## src/hdl/pms_consts.svh

```systemverilog
/*
  Constants of the power-mode sequencer: register offsets, field positions,
  reset values and timing figures.
  Assumes inclusion by bare name from the sequencer file.
*/
`ifndef PMS_CONSTS_SVH
`define PMS_CONSTS_SVH

// ----------------------------------------------------------------------------
// Timing
// ----------------------------------------------------------------------------
`define PMS_CLK_MHZ          100
`define PMS_WAKE_WINDOW_US   9000
`define PMS_WAKE_WINDOW_CYC  (`PMS_WAKE_WINDOW_US * `PMS_CLK_MHZ)
`define PMS_FILTER_CYC       16

// ----------------------------------------------------------------------------
// Register map (byte addresses)
// ----------------------------------------------------------------------------
`define PMS_ADDR_W           4
`define PMS_OFS_CMD          4'h0
`define PMS_OFS_CFG          4'h4
`define PMS_OFS_STATUS       4'h8

// Command register, write-one-to-act
`define PMS_CMD_CHARGE_ON    0
`define PMS_CMD_SLEEP        1
`define PMS_CMD_POWER_OFF    2

// Configuration register
`define PMS_CFG_KEEP_BOOST   0
`define PMS_CFG_SAFING_25V   1
`define PMS_CFG_W            2
`define PMS_CFG_RESET        2'h0

// Status register fields
`define PMS_ST_MODE_LSB      0
`define PMS_ST_WAKE          4
`define PMS_ST_BATT          5
`define PMS_ST_SUPPLY        6
`define PMS_ST_RST_FREE      7
`define PMS_ST_WINDOW        8
`define PMS_ST_SLEEP_PEND    9
`define PMS_ST_CHARGE        10

`endif

```

## src/hdl/pms_pkg.sv

```systemverilog
/*
  Types shared by the power-mode sequencer.
  Assumes nothing beyond a SystemVerilog compiler.
*/
package pms_pkg;

  // --------------------------------------------------------------------------
  // Power modes
  // --------------------------------------------------------------------------
  typedef enum logic [3:0] {
    PMS_OFF,
    PMS_SLEEP,
    PMS_ACTIVE,
    PMS_RESERVE,
    PMS_SHUTDOWN
  } pms_mode_t;

endpackage

```

## src/hdl/pms_sequencer.sv

```systemverilog
/*
  Power-mode sequencer: power-off, sleep, active and passive (energy reserve
  and shutdown) modes, regulator start order, host reset release, reserve
  switch and crossover output, with an Avalon-MM register slave.
  Assumes comparator and pin inputs are asynchronous to MCLK_I and that
  RESET_I stands for the internal power-on reset.
*/
// Our own choices: the Avalon-MM interface to the registers and the register addresses.
`timescale 1ns/1ps
`include "pms_consts.svh"

module pms_sequencer #(
  parameter int WINDOW_CYC = `PMS_WAKE_WINDOW_CYC,
  parameter int FILTER_CYC = `PMS_FILTER_CYC
) (
  input  wire logic        MCLK_I,
  input  wire logic        RESET_I,
  input  wire logic        WAKE_PIN_I,
  input  wire logic        BATT_MON_GOOD_I,
  input  wire logic        SUPPLY_GOOD_I,
  input  wire logic        MAIN5V_GOOD_I,
  input  wire logic        HOST3V3_GOOD_I,
  input  wire logic [3:0]  AVS_ADDRESS_I,
  input  wire logic        AVS_READ_I,
  input  wire logic        AVS_WRITE_I,
  input  wire logic [31:0] AVS_WRITEDATA_I,
  input  wire logic [3:0]  AVS_BYTEENABLE_I,
  output logic      [31:0] AVS_READDATA_O,
  output logic             AVS_WAITREQUEST_O,
  output logic             INT_RAILS_EN_O,
  output logic             BOOST_EN_O,
  output logic             MAIN5V_EN_O,
  output logic             HOST3V3_EN_O,
  output logic             HOST_RESET_N_O,
  output logic             CHARGE_EN_O,
  output logic             RESERVE_SW_O,
  output logic             CROSSOVER_O,
  output logic             SAFING_25V_O
);

  // --------------------------------------------------------------------------
  // Input synchronisers
  // --------------------------------------------------------------------------
  // Synchronised input count and counter widths
  localparam int NSYNC = 5;
  localparam int WIN_W = $clog2(WINDOW_CYC + 1);
  localparam int FLT_W = $clog2(FILTER_CYC + 1);

  logic [NSYNC-1:0] async_in;
  logic [NSYNC-1:0] s1_q;
  logic [NSYNC-1:0] s2_q;
  logic [NSYNC-1:0] s3_q;
  logic [NSYNC-1:0] lvl_q;

  assign async_in = {HOST3V3_GOOD_I, MAIN5V_GOOD_I, SUPPLY_GOOD_I, BATT_MON_GOOD_I, WAKE_PIN_I};

  // Three stages; a level is accepted only once stages two and three agree
  genvar gi;
  generate
    for (gi = 0; gi < NSYNC; gi++) begin : g_sync
      always_ff @(posedge MCLK_I or posedge RESET_I) begin
        if (RESET_I) begin
          s1_q[gi]  <= 1'b0;
          s2_q[gi]  <= 1'b0;
          s3_q[gi]  <= 1'b0;
          lvl_q[gi] <= 1'b0;
        end else begin
          s1_q[gi] <= async_in[gi];
          s2_q[gi] <= s1_q[gi];
          s3_q[gi] <= s2_q[gi];
          if (s2_q[gi] == s3_q[gi]) begin
            lvl_q[gi] <= s3_q[gi];
          end
        end
      end
    end
  endgenerate

  // Accepted comparator levels; bit order follows async_in
  wire batt_good   = lvl_q[1];
  wire supply_good = lvl_q[2];
  wire main5v_good = lvl_q[3];
  wire host3_good  = lvl_q[4];

  // --------------------------------------------------------------------------
  // Wake pin glitch filter
  // --------------------------------------------------------------------------
  logic             wake_q;
  logic [FLT_W-1:0] flt_cnt_q;
  logic [FLT_W-1:0] flt_cnt_d;
  logic             wake_d;

  // A longer filter rejects longer transients but delays every mode change driven by the wake pin
  assign wake_d    = (lvl_q[0] != wake_q) && (flt_cnt_q == FLT_W'(FILTER_CYC - 1)) ? lvl_q[0] : wake_q;
  assign flt_cnt_d = (lvl_q[0] == wake_q) || (wake_d != wake_q) ? '0 : flt_cnt_q + FLT_W'(1);

  always_ff @(posedge MCLK_I or posedge RESET_I) begin
    if (RESET_I) begin
      wake_q    <= 1'b0;
      flt_cnt_q <= '0;
    end else begin
      wake_q    <= wake_d;
      flt_cnt_q <= flt_cnt_d;
    end
  end

  // --------------------------------------------------------------------------
  // Register slave decode
  // --------------------------------------------------------------------------
  logic                     wait_q;
  logic [`PMS_CFG_W-1:0]    cfg_q;
  logic                     sleep_pend_q;
  logic                     charge_q;
  logic                     rst_free_q;
  logic                     win_done_q;
  pms_pkg::pms_mode_t       mode_q;
  pms_pkg::pms_mode_t       mode_d;

  // Request qualifiers and address hits
  wire        req      = AVS_READ_I | AVS_WRITE_I;
  wire        accept   = req & ~wait_q;
  wire        wr_lane0 = AVS_WRITE_I & accept & AVS_BYTEENABLE_I[0];
  wire        hit_cmd  = AVS_ADDRESS_I == `PMS_OFS_CMD;
  wire        hit_cfg  = AVS_ADDRESS_I == `PMS_OFS_CFG;
  wire        hit_st   = AVS_ADDRESS_I == `PMS_OFS_STATUS;
  wire        wr_cmd   = wr_lane0 & hit_cmd;
  wire        cmd_chg  = wr_cmd & AVS_WRITEDATA_I[`PMS_CMD_CHARGE_ON];
  wire        cmd_slp  = wr_cmd & AVS_WRITEDATA_I[`PMS_CMD_SLEEP];
  wire        cmd_off  = wr_cmd & AVS_WRITEDATA_I[`PMS_CMD_POWER_OFF];
  wire [31:0] status;
  wire [31:0] rd_mux;

  assign status = {21'h0, charge_q, sleep_pend_q, win_done_q, rst_free_q,
                   supply_good, batt_good, wake_q, 4'(mode_q)};
  // Unmapped and command addresses read as zero
  assign rd_mux = hit_st  ? status :
                  hit_cfg ? {30'h0, cfg_q} : 32'h0;

  // One wait cycle: waitrequest drops for exactly one cycle per request
  always_ff @(posedge MCLK_I or posedge RESET_I) begin
    if (RESET_I) begin
      wait_q <= 1'b1;
    end else begin
      wait_q <= ~(req & wait_q);
    end
  end

  // Configuration: keep-boost and safing level, both clear after reset
  always_ff @(posedge MCLK_I or posedge RESET_I) begin
    if (RESET_I) begin
      cfg_q <= `PMS_CFG_RESET;
    end else if (wr_lane0 & hit_cfg) begin
      cfg_q <= AVS_WRITEDATA_I[`PMS_CFG_W-1:0];
    end
  end

  // --------------------------------------------------------------------------
  // Host commands
  // --------------------------------------------------------------------------
  wire in_active = mode_q == pms_pkg::PMS_ACTIVE;
  // Sleep taken only with wake low; pending until active is left or wake rises, set beats clear
  wire slp_set   = cmd_slp & ~wake_q & in_active & win_done_q;
  wire slp_clr   = ~in_active | wake_q;

  always_ff @(posedge MCLK_I or posedge RESET_I) begin
    if (RESET_I) begin
      sleep_pend_q <= 1'b0;
    end else if (slp_set) begin
      sleep_pend_q <= 1'b1;
    end else if (slp_clr) begin
      sleep_pend_q <= 1'b0;
    end
  end

  // Charge source: only after the host left reset, dropped outside active
  always_ff @(posedge MCLK_I or posedge RESET_I) begin
    if (RESET_I) begin
      charge_q <= 1'b0;
    end else if (cmd_chg & rst_free_q & in_active) begin
      charge_q <= 1'b1;
    end else if (~in_active) begin
      charge_q <= 1'b0;
    end
  end

  // --------------------------------------------------------------------------
  // Active-entry window
  // --------------------------------------------------------------------------
  // Counts from active entry and restarts on every new entry
  logic [WIN_W-1:0] win_cnt_q;
  wire              win_last = win_cnt_q == WIN_W'(WINDOW_CYC - 1);

  always_ff @(posedge MCLK_I or posedge RESET_I) begin
    if (RESET_I) begin
      win_cnt_q  <= '0;
      win_done_q <= 1'b0;
    end else if (~in_active) begin
      win_cnt_q  <= '0;
      win_done_q <= 1'b0;
    end else if (~win_done_q) begin
      win_cnt_q  <= win_cnt_q + WIN_W'(1);
      win_done_q <= win_last;
    end
  end

  // --------------------------------------------------------------------------
  // Mode machine
  // --------------------------------------------------------------------------
  // Supply comparator alone selects reserve; the battery monitor only wakes
  always_comb begin
    mode_d = mode_q;
    case (mode_q)
      pms_pkg::PMS_OFF: begin
        if (wake_q) begin
          mode_d = pms_pkg::PMS_SLEEP;
        end
      end
      pms_pkg::PMS_SLEEP: begin
        if (~wake_q) begin
          mode_d = pms_pkg::PMS_OFF;
        end else if (batt_good) begin
          mode_d = pms_pkg::PMS_ACTIVE;
        end
      end
      pms_pkg::PMS_ACTIVE: begin
        if (~supply_good) begin
          mode_d = pms_pkg::PMS_RESERVE;
        end else if (~wake_q & ~win_done_q) begin
          mode_d = pms_pkg::PMS_SLEEP;
        end else if (~wake_q & sleep_pend_q) begin
          mode_d = pms_pkg::PMS_SHUTDOWN;
        end
      end
      pms_pkg::PMS_RESERVE: begin
        mode_d = pms_pkg::PMS_RESERVE;
      end
      pms_pkg::PMS_SHUTDOWN: begin
        if (cmd_off) begin
          mode_d = pms_pkg::PMS_OFF;
        end
      end
      default: begin
        mode_d = pms_pkg::PMS_OFF;
      end
    endcase
  end

  // Power-on reset lands in power-off; it is the only way out of reserve
  always_ff @(posedge MCLK_I or posedge RESET_I) begin
    if (RESET_I) begin
      mode_q <= pms_pkg::PMS_OFF;
    end else begin
      mode_q <= mode_d;
    end
  end

  // --------------------------------------------------------------------------
  // Supply enables and start order
  // --------------------------------------------------------------------------
  // Reserve and shutdown share the passive outputs; decoded for mode_q and mode_d
  function automatic logic is_passive(input pms_pkg::pms_mode_t m);
    return (m == pms_pkg::PMS_RESERVE) || (m == pms_pkg::PMS_SHUTDOWN);
  endfunction

  wire passive  = is_passive(mode_q);
  wire powered  = in_active | passive;
  wire rails_d  = mode_q != pms_pkg::PMS_OFF;
  wire boost_d  = in_active | (passive & cfg_q[`PMS_CFG_KEEP_BOOST]);
  // Host rail follows main 5 V good; a stale good with main off is ignored
  wire host3_d  = powered & MAIN5V_EN_O & main5v_good;
  // Reset release is sticky within a powered period so rail ripple in
  // passive mode does not kick the host
  wire rfree_d  = powered & (rst_free_q | (HOST3V3_EN_O & host3_good));
  // Switch, crossover and charge follow the next mode so they act on the entry edge
  wire switch_d = is_passive(mode_d);
  wire charge_d = charge_q & in_active & (mode_d == pms_pkg::PMS_ACTIVE);

  // Enables are registered; rails, boost and main trail the mode by one cycle
  always_ff @(posedge MCLK_I or posedge RESET_I) begin
    if (RESET_I) begin
      INT_RAILS_EN_O <= 1'b0;
      BOOST_EN_O     <= 1'b0;
      MAIN5V_EN_O    <= 1'b0;
      HOST3V3_EN_O   <= 1'b0;
      rst_free_q     <= 1'b0;
    end else begin
      INT_RAILS_EN_O <= rails_d;
      BOOST_EN_O     <= boost_d;
      MAIN5V_EN_O    <= powered;
      HOST3V3_EN_O   <= host3_d;
      rst_free_q     <= rfree_d;
    end
  end

  // --------------------------------------------------------------------------
  // Pin outputs
  // --------------------------------------------------------------------------
  // Every pin registered so no decode glitch reaches a regulator or the host
  always_ff @(posedge MCLK_I or posedge RESET_I) begin
    if (RESET_I) begin
      HOST_RESET_N_O <= 1'b0;
      CHARGE_EN_O    <= 1'b0;
      RESERVE_SW_O   <= 1'b0;
      CROSSOVER_O    <= 1'b0;
      SAFING_25V_O   <= 1'b0;
      AVS_READDATA_O <= 32'h0;
      AVS_WAITREQUEST_O <= 1'b1;
    end else begin
      HOST_RESET_N_O <= rfree_d;
      CHARGE_EN_O    <= charge_d;
      RESERVE_SW_O   <= switch_d;
      CROSSOVER_O    <= switch_d;
      SAFING_25V_O   <= cfg_q[`PMS_CFG_SAFING_25V];
      AVS_READDATA_O <= rd_mux;
      AVS_WAITREQUEST_O <= ~(req & wait_q);
    end
  end

endmodule

```

## config.mk

```make
export PLATFORM = sky130hd
export DESIGN_NAME = pms_sequencer
export DESIGN_NICKNAME = d
export VERILOG_FILES = /design/src/hdl/pms_pkg.sv /design/src/hdl/pms_sequencer.sv
export VERILOG_INCLUDE_DIRS = /design/src /design/src/hdl
export SDC_FILE = /design/constraint.sdc
export NUM_CORES = 1
export LEC_CHECK = 0
export BUFFER_PORTS_ARGS = -buffer_cell sky130_fd_sc_hd__buf_2
export CAP_MARGIN = 20
export CORE_MARGIN = 2
export CORE_UTILIZATION = 55
export DETAILED_ROUTE_END_ITERATION = 7
export HOLD_SLACK_MARGIN = 0.12
export PLACE_DENSITY = 0.91
export SYNTH_ARGS = -nofsm -noshare
export SYNTH_HDL_FRONTEND = slang
export SYNTH_SLANG_ARGS = --single-unit
```

## constraint.sdc

```tcl
create_clock -name MCLK_I -period 3.6 [get_ports MCLK_I]
set_clock_uncertainty 0.05 [all_clocks]
set_input_delay 0.54 -clock MCLK_I [delete_from_list [all_inputs] [get_ports MCLK_I]]
set_output_delay 0.54 -clock MCLK_I [all_outputs]
set_load 0.005 [all_outputs]
```

; Word level (Yosys, flattened, before mapping)
; Cells that the tools add are included.
[totals]
regBits = 75
input_bits = 49
elab_cells = 122
out_inout_bits = 42
[classes]
add_sub_neg = 2
mux = 20
n_reduce_logical = 8
n_eq_ne = 21
n_bitwise = 33
[op_table]
columns = cell, n
row1 = 2-to-1 mux 20 bit, 2
row2 = 2-to-1 mux 4 bit, 7
row3 = bitwise AND 1 bit, 23
row4 = adder 20 x 1 -> 20 bit (second input constant), 1
row5 = == test 20 bit (second input constant), 1
row6 = case mux 4 bit (5 select lines), 1
row7 = == test 4 x 2 -> 1 bit (second input constant), 4
row8 = == test 4 x 3 -> 1 bit (second input constant), 3
row9 = 2-to-1 mux 11 bit, 1
row10 = zero test 4 bit, 2
row11 = 2-to-1 mux 1 bit, 7
row12 = == test 1 bit, 6
row13 = adder 5 x 1 -> 5 bit (second input constant), 1
row14 = == test 5 x 4 -> 1 bit (second input constant), 1
row15 = 2-to-1 mux 5 bit, 1
row16 = NOT 1 bit, 5
row17 = bitwise OR 1 bit, 5
row18 = == test 4 x 1 -> 1 bit (second input constant), 1
row19 = == test 4 bit (second input constant), 1
row20 = nonzero test 4 bit, 1
row21 = logical OR 1 bit, 3
row22 = 2-to-1 mux 2 bit, 1
row23 = inequality test 1 bit, 2
row24 = inequality test 2 x 1 -> 1 bit (second input constant), 1
row25 = other kinds (3), 3

; Longest topological paths before layout
[logic_depth]
depth_word = 10
mapped_depth = 5
mapped_depth_nobuf = 5

; Worst setup path before layout
; No wires, ideal clock.
[synth_timing]
kind = input to register
from = input AVS_ADDRESS_I[1]
to = register CROSSOVER_O
n_path_buf = 0
path_stages = 4
arrival_ns = 1.715
required_time_ns = 3.425
slack_ns = 1.711
setup_time_ns = 0.125
cell_sequence = or4_1 > nor4b_1 > o22ai_1 > mux2_2
[synth_via]
elab_chain_cells = 7
word_cells_on_any_way = 8
[synth_lines]
columns = item, line_no
row1 = "start, declared", pms_sequencer.sv:23  ; input wire logic [3:0] AVS_ADDRESS_I,
row2 = zero test 4 bit (no source line) (*), --
row3 = bitwise AND 1 bit (*), pms_sequencer.sv:126  ; wire wr_cmd = wr_lane0 & hit_cmd;
row4 = bitwise AND 1 bit (*), pms_sequencer.sv:129  ; wire cmd_off = wr_cmd & AVS_WRITEDATA_I[`PMS_CMD_POWER_OFF];
row5 = 2-to-1 mux 4 bit (*), pms_sequencer.sv:238  ; if (cmd_off) begin
row6 = case mux 4 bit (5 select lines) (*), pms_sequencer.sv:212  ; case (mode_q)
row7 = named net mode_d[2], pms_sequencer.sv:117  ; pms_pkg::pms_mode_t mode_d;
row8 = == test 4 x 2 -> 1 bit / == test 4 x 3 -> 1 bit (equally long branches), pms_sequencer.sv:262  ; return (m == pms_pkg::PMS_RESERVE) || (m == pms_pkg::PMS_SHUTDOWN);
row9 = logical OR 1 bit (*), pms_sequencer.sv:262
row10 = named net switch_d, pms_sequencer.sv:275  ; wire switch_d = is_passive(mode_d);
row11 = "end signal, assigned", pms_sequencer.sv:312  ; CROSSOVER_O <= switch_d;
row12 = "end, declared", pms_sequencer.sv:37  ; output logic CROSSOVER_O,
; Mark *: on every way through the listed nets, which the timed path passes. The rest lies on a longest branch.
; A chain may end at the register's enable or synchronous reset.

; Worst setup path after layout
[layout_timing]
from = register mode_q[0]
to = register CROSSOVER_O
[layout_via]
word_cells_on_any_way = 16
[layout_rtl]
columns = item, line_no
row1 = "start, declared", pms_sequencer.sv:116  ; pms_pkg::pms_mode_t mode_q;
row2 = "start signal, assigned", pms_sequencer.sv:251  ; mode_q <= pms_pkg::PMS_OFF;
row3 = "start signal, assigned", pms_sequencer.sv:253  ; mode_q <= mode_d;
row4 = == test 4 x 3 -> 1 bit (tied with other cells), pms_sequencer.sv:212
row5 = case mux 4 bit (5 select lines) (*), pms_sequencer.sv:212
row6 = named net mode_d[2], pms_sequencer.sv:117
row7 = == test 4 x 2 -> 1 bit / == test 4 x 3 -> 1 bit (equally long branches), pms_sequencer.sv:262
row8 = logical OR 1 bit (*), pms_sequencer.sv:262
row9 = named net switch_d, pms_sequencer.sv:275
; Marked as above.

==> flow_summary_export.csv <==
group,metric,value,unit
run_status,status,"finished, final reports clean",
clock_tree,tritoncts,"done",
final_layout,finalNonFillerCells,398,
final_layout,drive_gt1_frac,0.218,
run,drv_cap,0,
setup_path,crit_path_end_kind,"flip-flop",
timing,fmax,0.477,GHz
logic_synthesis,ys_ff_latch,75,
logic_synthesis,seq_area_frac_synth,0.595,
setup_path,start_kind,"flip-flop",
logic_synthesis,synth_cells,275,
floorplanning,coreArea,5540,um2
detailed_routing,antenna_left,0,
logic_synthesis,synth_edf_count,0,
timing,hold_viol,0,
final_layout,final_nets,373,
setup_path,rr_endpoint,"CROSSOVER_O",
clock_tree,insertion_delay,350,ps
clock_tree,cts-root-buf,"clkbuf_8",
pwr,cellLeakagePower,1.76,nW
setup_path,critPathLaunch,"mode_q[0]",
hold_path,hp-class,"input port to flip-flop",
setup_path,path_max_fanout,23,
floorplanning,fp.dieH,79.8,um
place,io_buffers,37,
clock_tree,clk_transition_reported_paths,80,ps
timing,setup_viol,0,
clock_tree,cts_buffer_depth,2,
logic_synthesis,ys_warn_count,0,
floorplanning,initial_core_util,0.570,
timing,tightest_slew,946,ps
timing,worst_hold_slack,244,ps
setup_path,crit_path_top_delay_cell,"nand3b_1",
clock_tree,htree_levels,3,
detailed_routing,vias,2168,
place,hpwl,3990,um
timing,period_share,0.582,
place,place_congestion,0.827,
global_route,grt_pass1_vias,2035,
logic_synthesis,syn_area_per_cell,11.5,um2
timing,maxSlewViolCount,0,
timing,slew_headroom,0.367,
setup_path,cp_top_family,"simple AND/OR/NAND/NOR gates",
detailed_routing,dr.pass1.iters,4,
floorplanning,rows,27,
logic_synthesis,synth.distinct_cells,47,
setup_path,r2r_cells,4,
timing,rsz0062_at_grt,"no",
pwr,ir_drop,0.403,mV
detailed_routing,wirelength,5920,um
final_layout,antennaDiodeCount,0,
detailed_routing,drc,0,
clock_tree,clock-sinks,75,
clock_tree,cts-buffers-inserted,9,
logic_synthesis,synth_ff_type,"dfrtp_1",
setup_path,worst-setup-path-type,"flip-flop to flip-flop",
global_route,gr-total-overflow,0,
place,dpl.cell_count,379,
setup_path,r2r_slack,1500,ps
floorplanning,design.die.area,6360,um2
global_route,antenna_found_initial,0,
setup_path,reg2reg_from,"mode_q[0]",
setup_path,path_cells,"nor2_1 -> nand3b_1 -> o22ai_1 -> mux2_2",
logic_synthesis,netlist_area,3160,um2
pwr,total_power,1.70,mW
global_route,track_usage,0.204,
timing,tns,0,ps
hold_path,hold_depth,1,
hold_path,worstHoldEndpoint,"s1_q[0]",
setup_path,cp_num_buf_inv,0,
floorplanning,ios,91,
detailed_routing,routed_via_density,5.45,
setup_path,arrival,2330,ps
timing,period_minus_slack,2100,ps
pwr,power_density,471,nW/um2
hold_path,min_from,"WAKE_PIN_I",
setup_path,required,3830,ps
logic_synthesis,synthArstFlopShare,1.00,
global_route,grt_pass1_wl,9730,um
final_layout,n_fill_cell,422,
floorplanning,fp.dieW,79.8,um
global_route,grt_max_degree,55,
final_layout,area_growth,14.1,%
setup_path,cp_slowest_stage_delay,680,ps
detailed_routing,routedWlPerCell,14.9,um
clock_tree,cts_resized,0,
detailed_routing,drt_iter0_drc,235,
-- layout by cell type, fill, tap and decap left out, types with 2 or more instances in the layout --
master     netlist  final
a21oi_1          7      7
a22oi_1          2      2
a31o_2           2      2
a31oi_1          3      3
and3_1          11     11
buf_2            1     37
buf_4           22      2
bufinv_16        0      2
clkbuf_8         0     10
conb_1           1     22
dfrtp_1         74     74
ha_1             3      3
inv_1            7      6
inv_6            0      3
maj3_1           5      5
mux2_2           4      4
mux2i_1          2      2
nand2_1         16     16
nand2b_1         3      3
nand3_1          6      6
nand3b_1         2      2
nand4_1          4      4
nand4b_1         2      2
nor2_1          29     29
nor2b_1          5      5
nor3_1           8      8
nor3b_1          3      3
nor4_1           4      4
nor4b_1          2      2
o21ai_0          5      5
o31ai_1          3      3
or3_1            4      4
or4_1            3      3
xnor2_1          8      8
xor2_1           6      6
-- how the worst max path moves through the flow --
| stage | end | slack (ps) | depth (start not counted) |
|---|---|---|---|
| floorplan | AVS_READDATA_O[0] | 1100 | 1 |
| global placement | CROSSOVER_O | 1340 | 5 |
| detailed placement | CROSSOVER_O | 1300 | 5 |
| CTS | CROSSOVER_O | 1510 | 4 |
| global route | CROSSOVER_O | 1360 | 4 |
| finish | CROSSOVER_O | 1500 | 4 |
-- kinds of logic (layout without fill, tap and decap cells) --
group / Yosys count / after routing / share of synthesized area
simple gates: 109 / 109 / 0.193
buf+inv: 35 / 65 / 0.0682
compound gates: 27 / 27 / 0.0551
fa+ha+maj: 8 / 8 / 0.0277
other cells: 1 / 22 / 0.00119
mux: 6 / 6 / 0.0206
xor+xnor: 14 / 14 / 0.0388
flops: 75 / 75 / 0.595
-- sequential cells by signal (all words and copies together), names as in the netlist, 2 cells and up --
register / count
s1_q: 5
cfg_q: 2
s3_q: 5
mode_q: 4
AVS_READDATA_O: 11
s2_q: 5
win_cnt_q: 20
flt_cnt_q: 5
-- power breakdown --
group	total, mW	internal, mW	switching, mW	leakage, nW
Combinational	0.0711	0.0282	0.0428	0.659
Clock	0.738	0.416	0.322	0.114
Sequential	0.889	0.870	0.0189	0.989
Total	1.70	1.31	0.383	1.76
-- timing repair --
| item | 4_1_cts | 5_1_grt |
|---|---|---|
| buffers inserted | 0 | 0 |
| endpoints found under the hold margin | 0 | 10 |
| hold buffers | 0 | 1 |
-- cell usage after synthesis, drive strengths merged, types with 4 or more instances --
cell type | number | area (um2)
nand2 | 16 | 60.1
o21ai | 5 | 25.0
nor3 | 8 | 40.0
buf | 24 | 174
a21oi | 7 | 35.0
xnor2 | 8 | 70.1
inv | 7 | 26.3
dfrtp | 74 | 1850
or4 | 4 | 33.8
nor2b | 5 | 31.3
clkbuf | 4 | 15.0
mux2 | 4 | 45.0
maj3 | 5 | 50.1
or3 | 4 | 25.0
and3 | 11 | 68.8
nand3 | 7 | 40.0
xor2 | 6 | 52.6
nor4 | 4 | 25.0
nor2 | 29 | 109
nand4 | 5 | 37.5
-- stage by stage --
step | instance area, um2 | util | setup WS [ps]
after CTS | 3570 | 0.644 | 1510
after detailed placement | 3340 | 0.602 | 1300
after global placement | 3340 | 0.602 | 1340
after global routing | 3600 | 0.650 | 1360
final | 3600 | 0.650 | 1500
after floorplan | 3240 | - | 1100
-- area by class of cell --
cell class,instances,area [um2],area share
Clock buffer,10,138,0.0382
Inverter,7,26.3,0.00729
Multi-Input combinational cell,186,1140,0.317
Clock inverter,6,93.8,0.0260
Timing Repair Buffer,42,235,0.0653
Sequential cell,75,1880,0.521
Tap cell,72,90.1,0.0250
-- metal layers --
| layer | wire (um) | GRT usage |
|---|---|---|
| met3 | 377 | 0.0419 |
| met5 | 0 | 0 |
| met2 | 2880 | 0.321 |
| met1 | 2490 | 0.264 |
| met4 | 172 | 0.119 |
No activity file was read; power rests on OpenSTA's default activity.
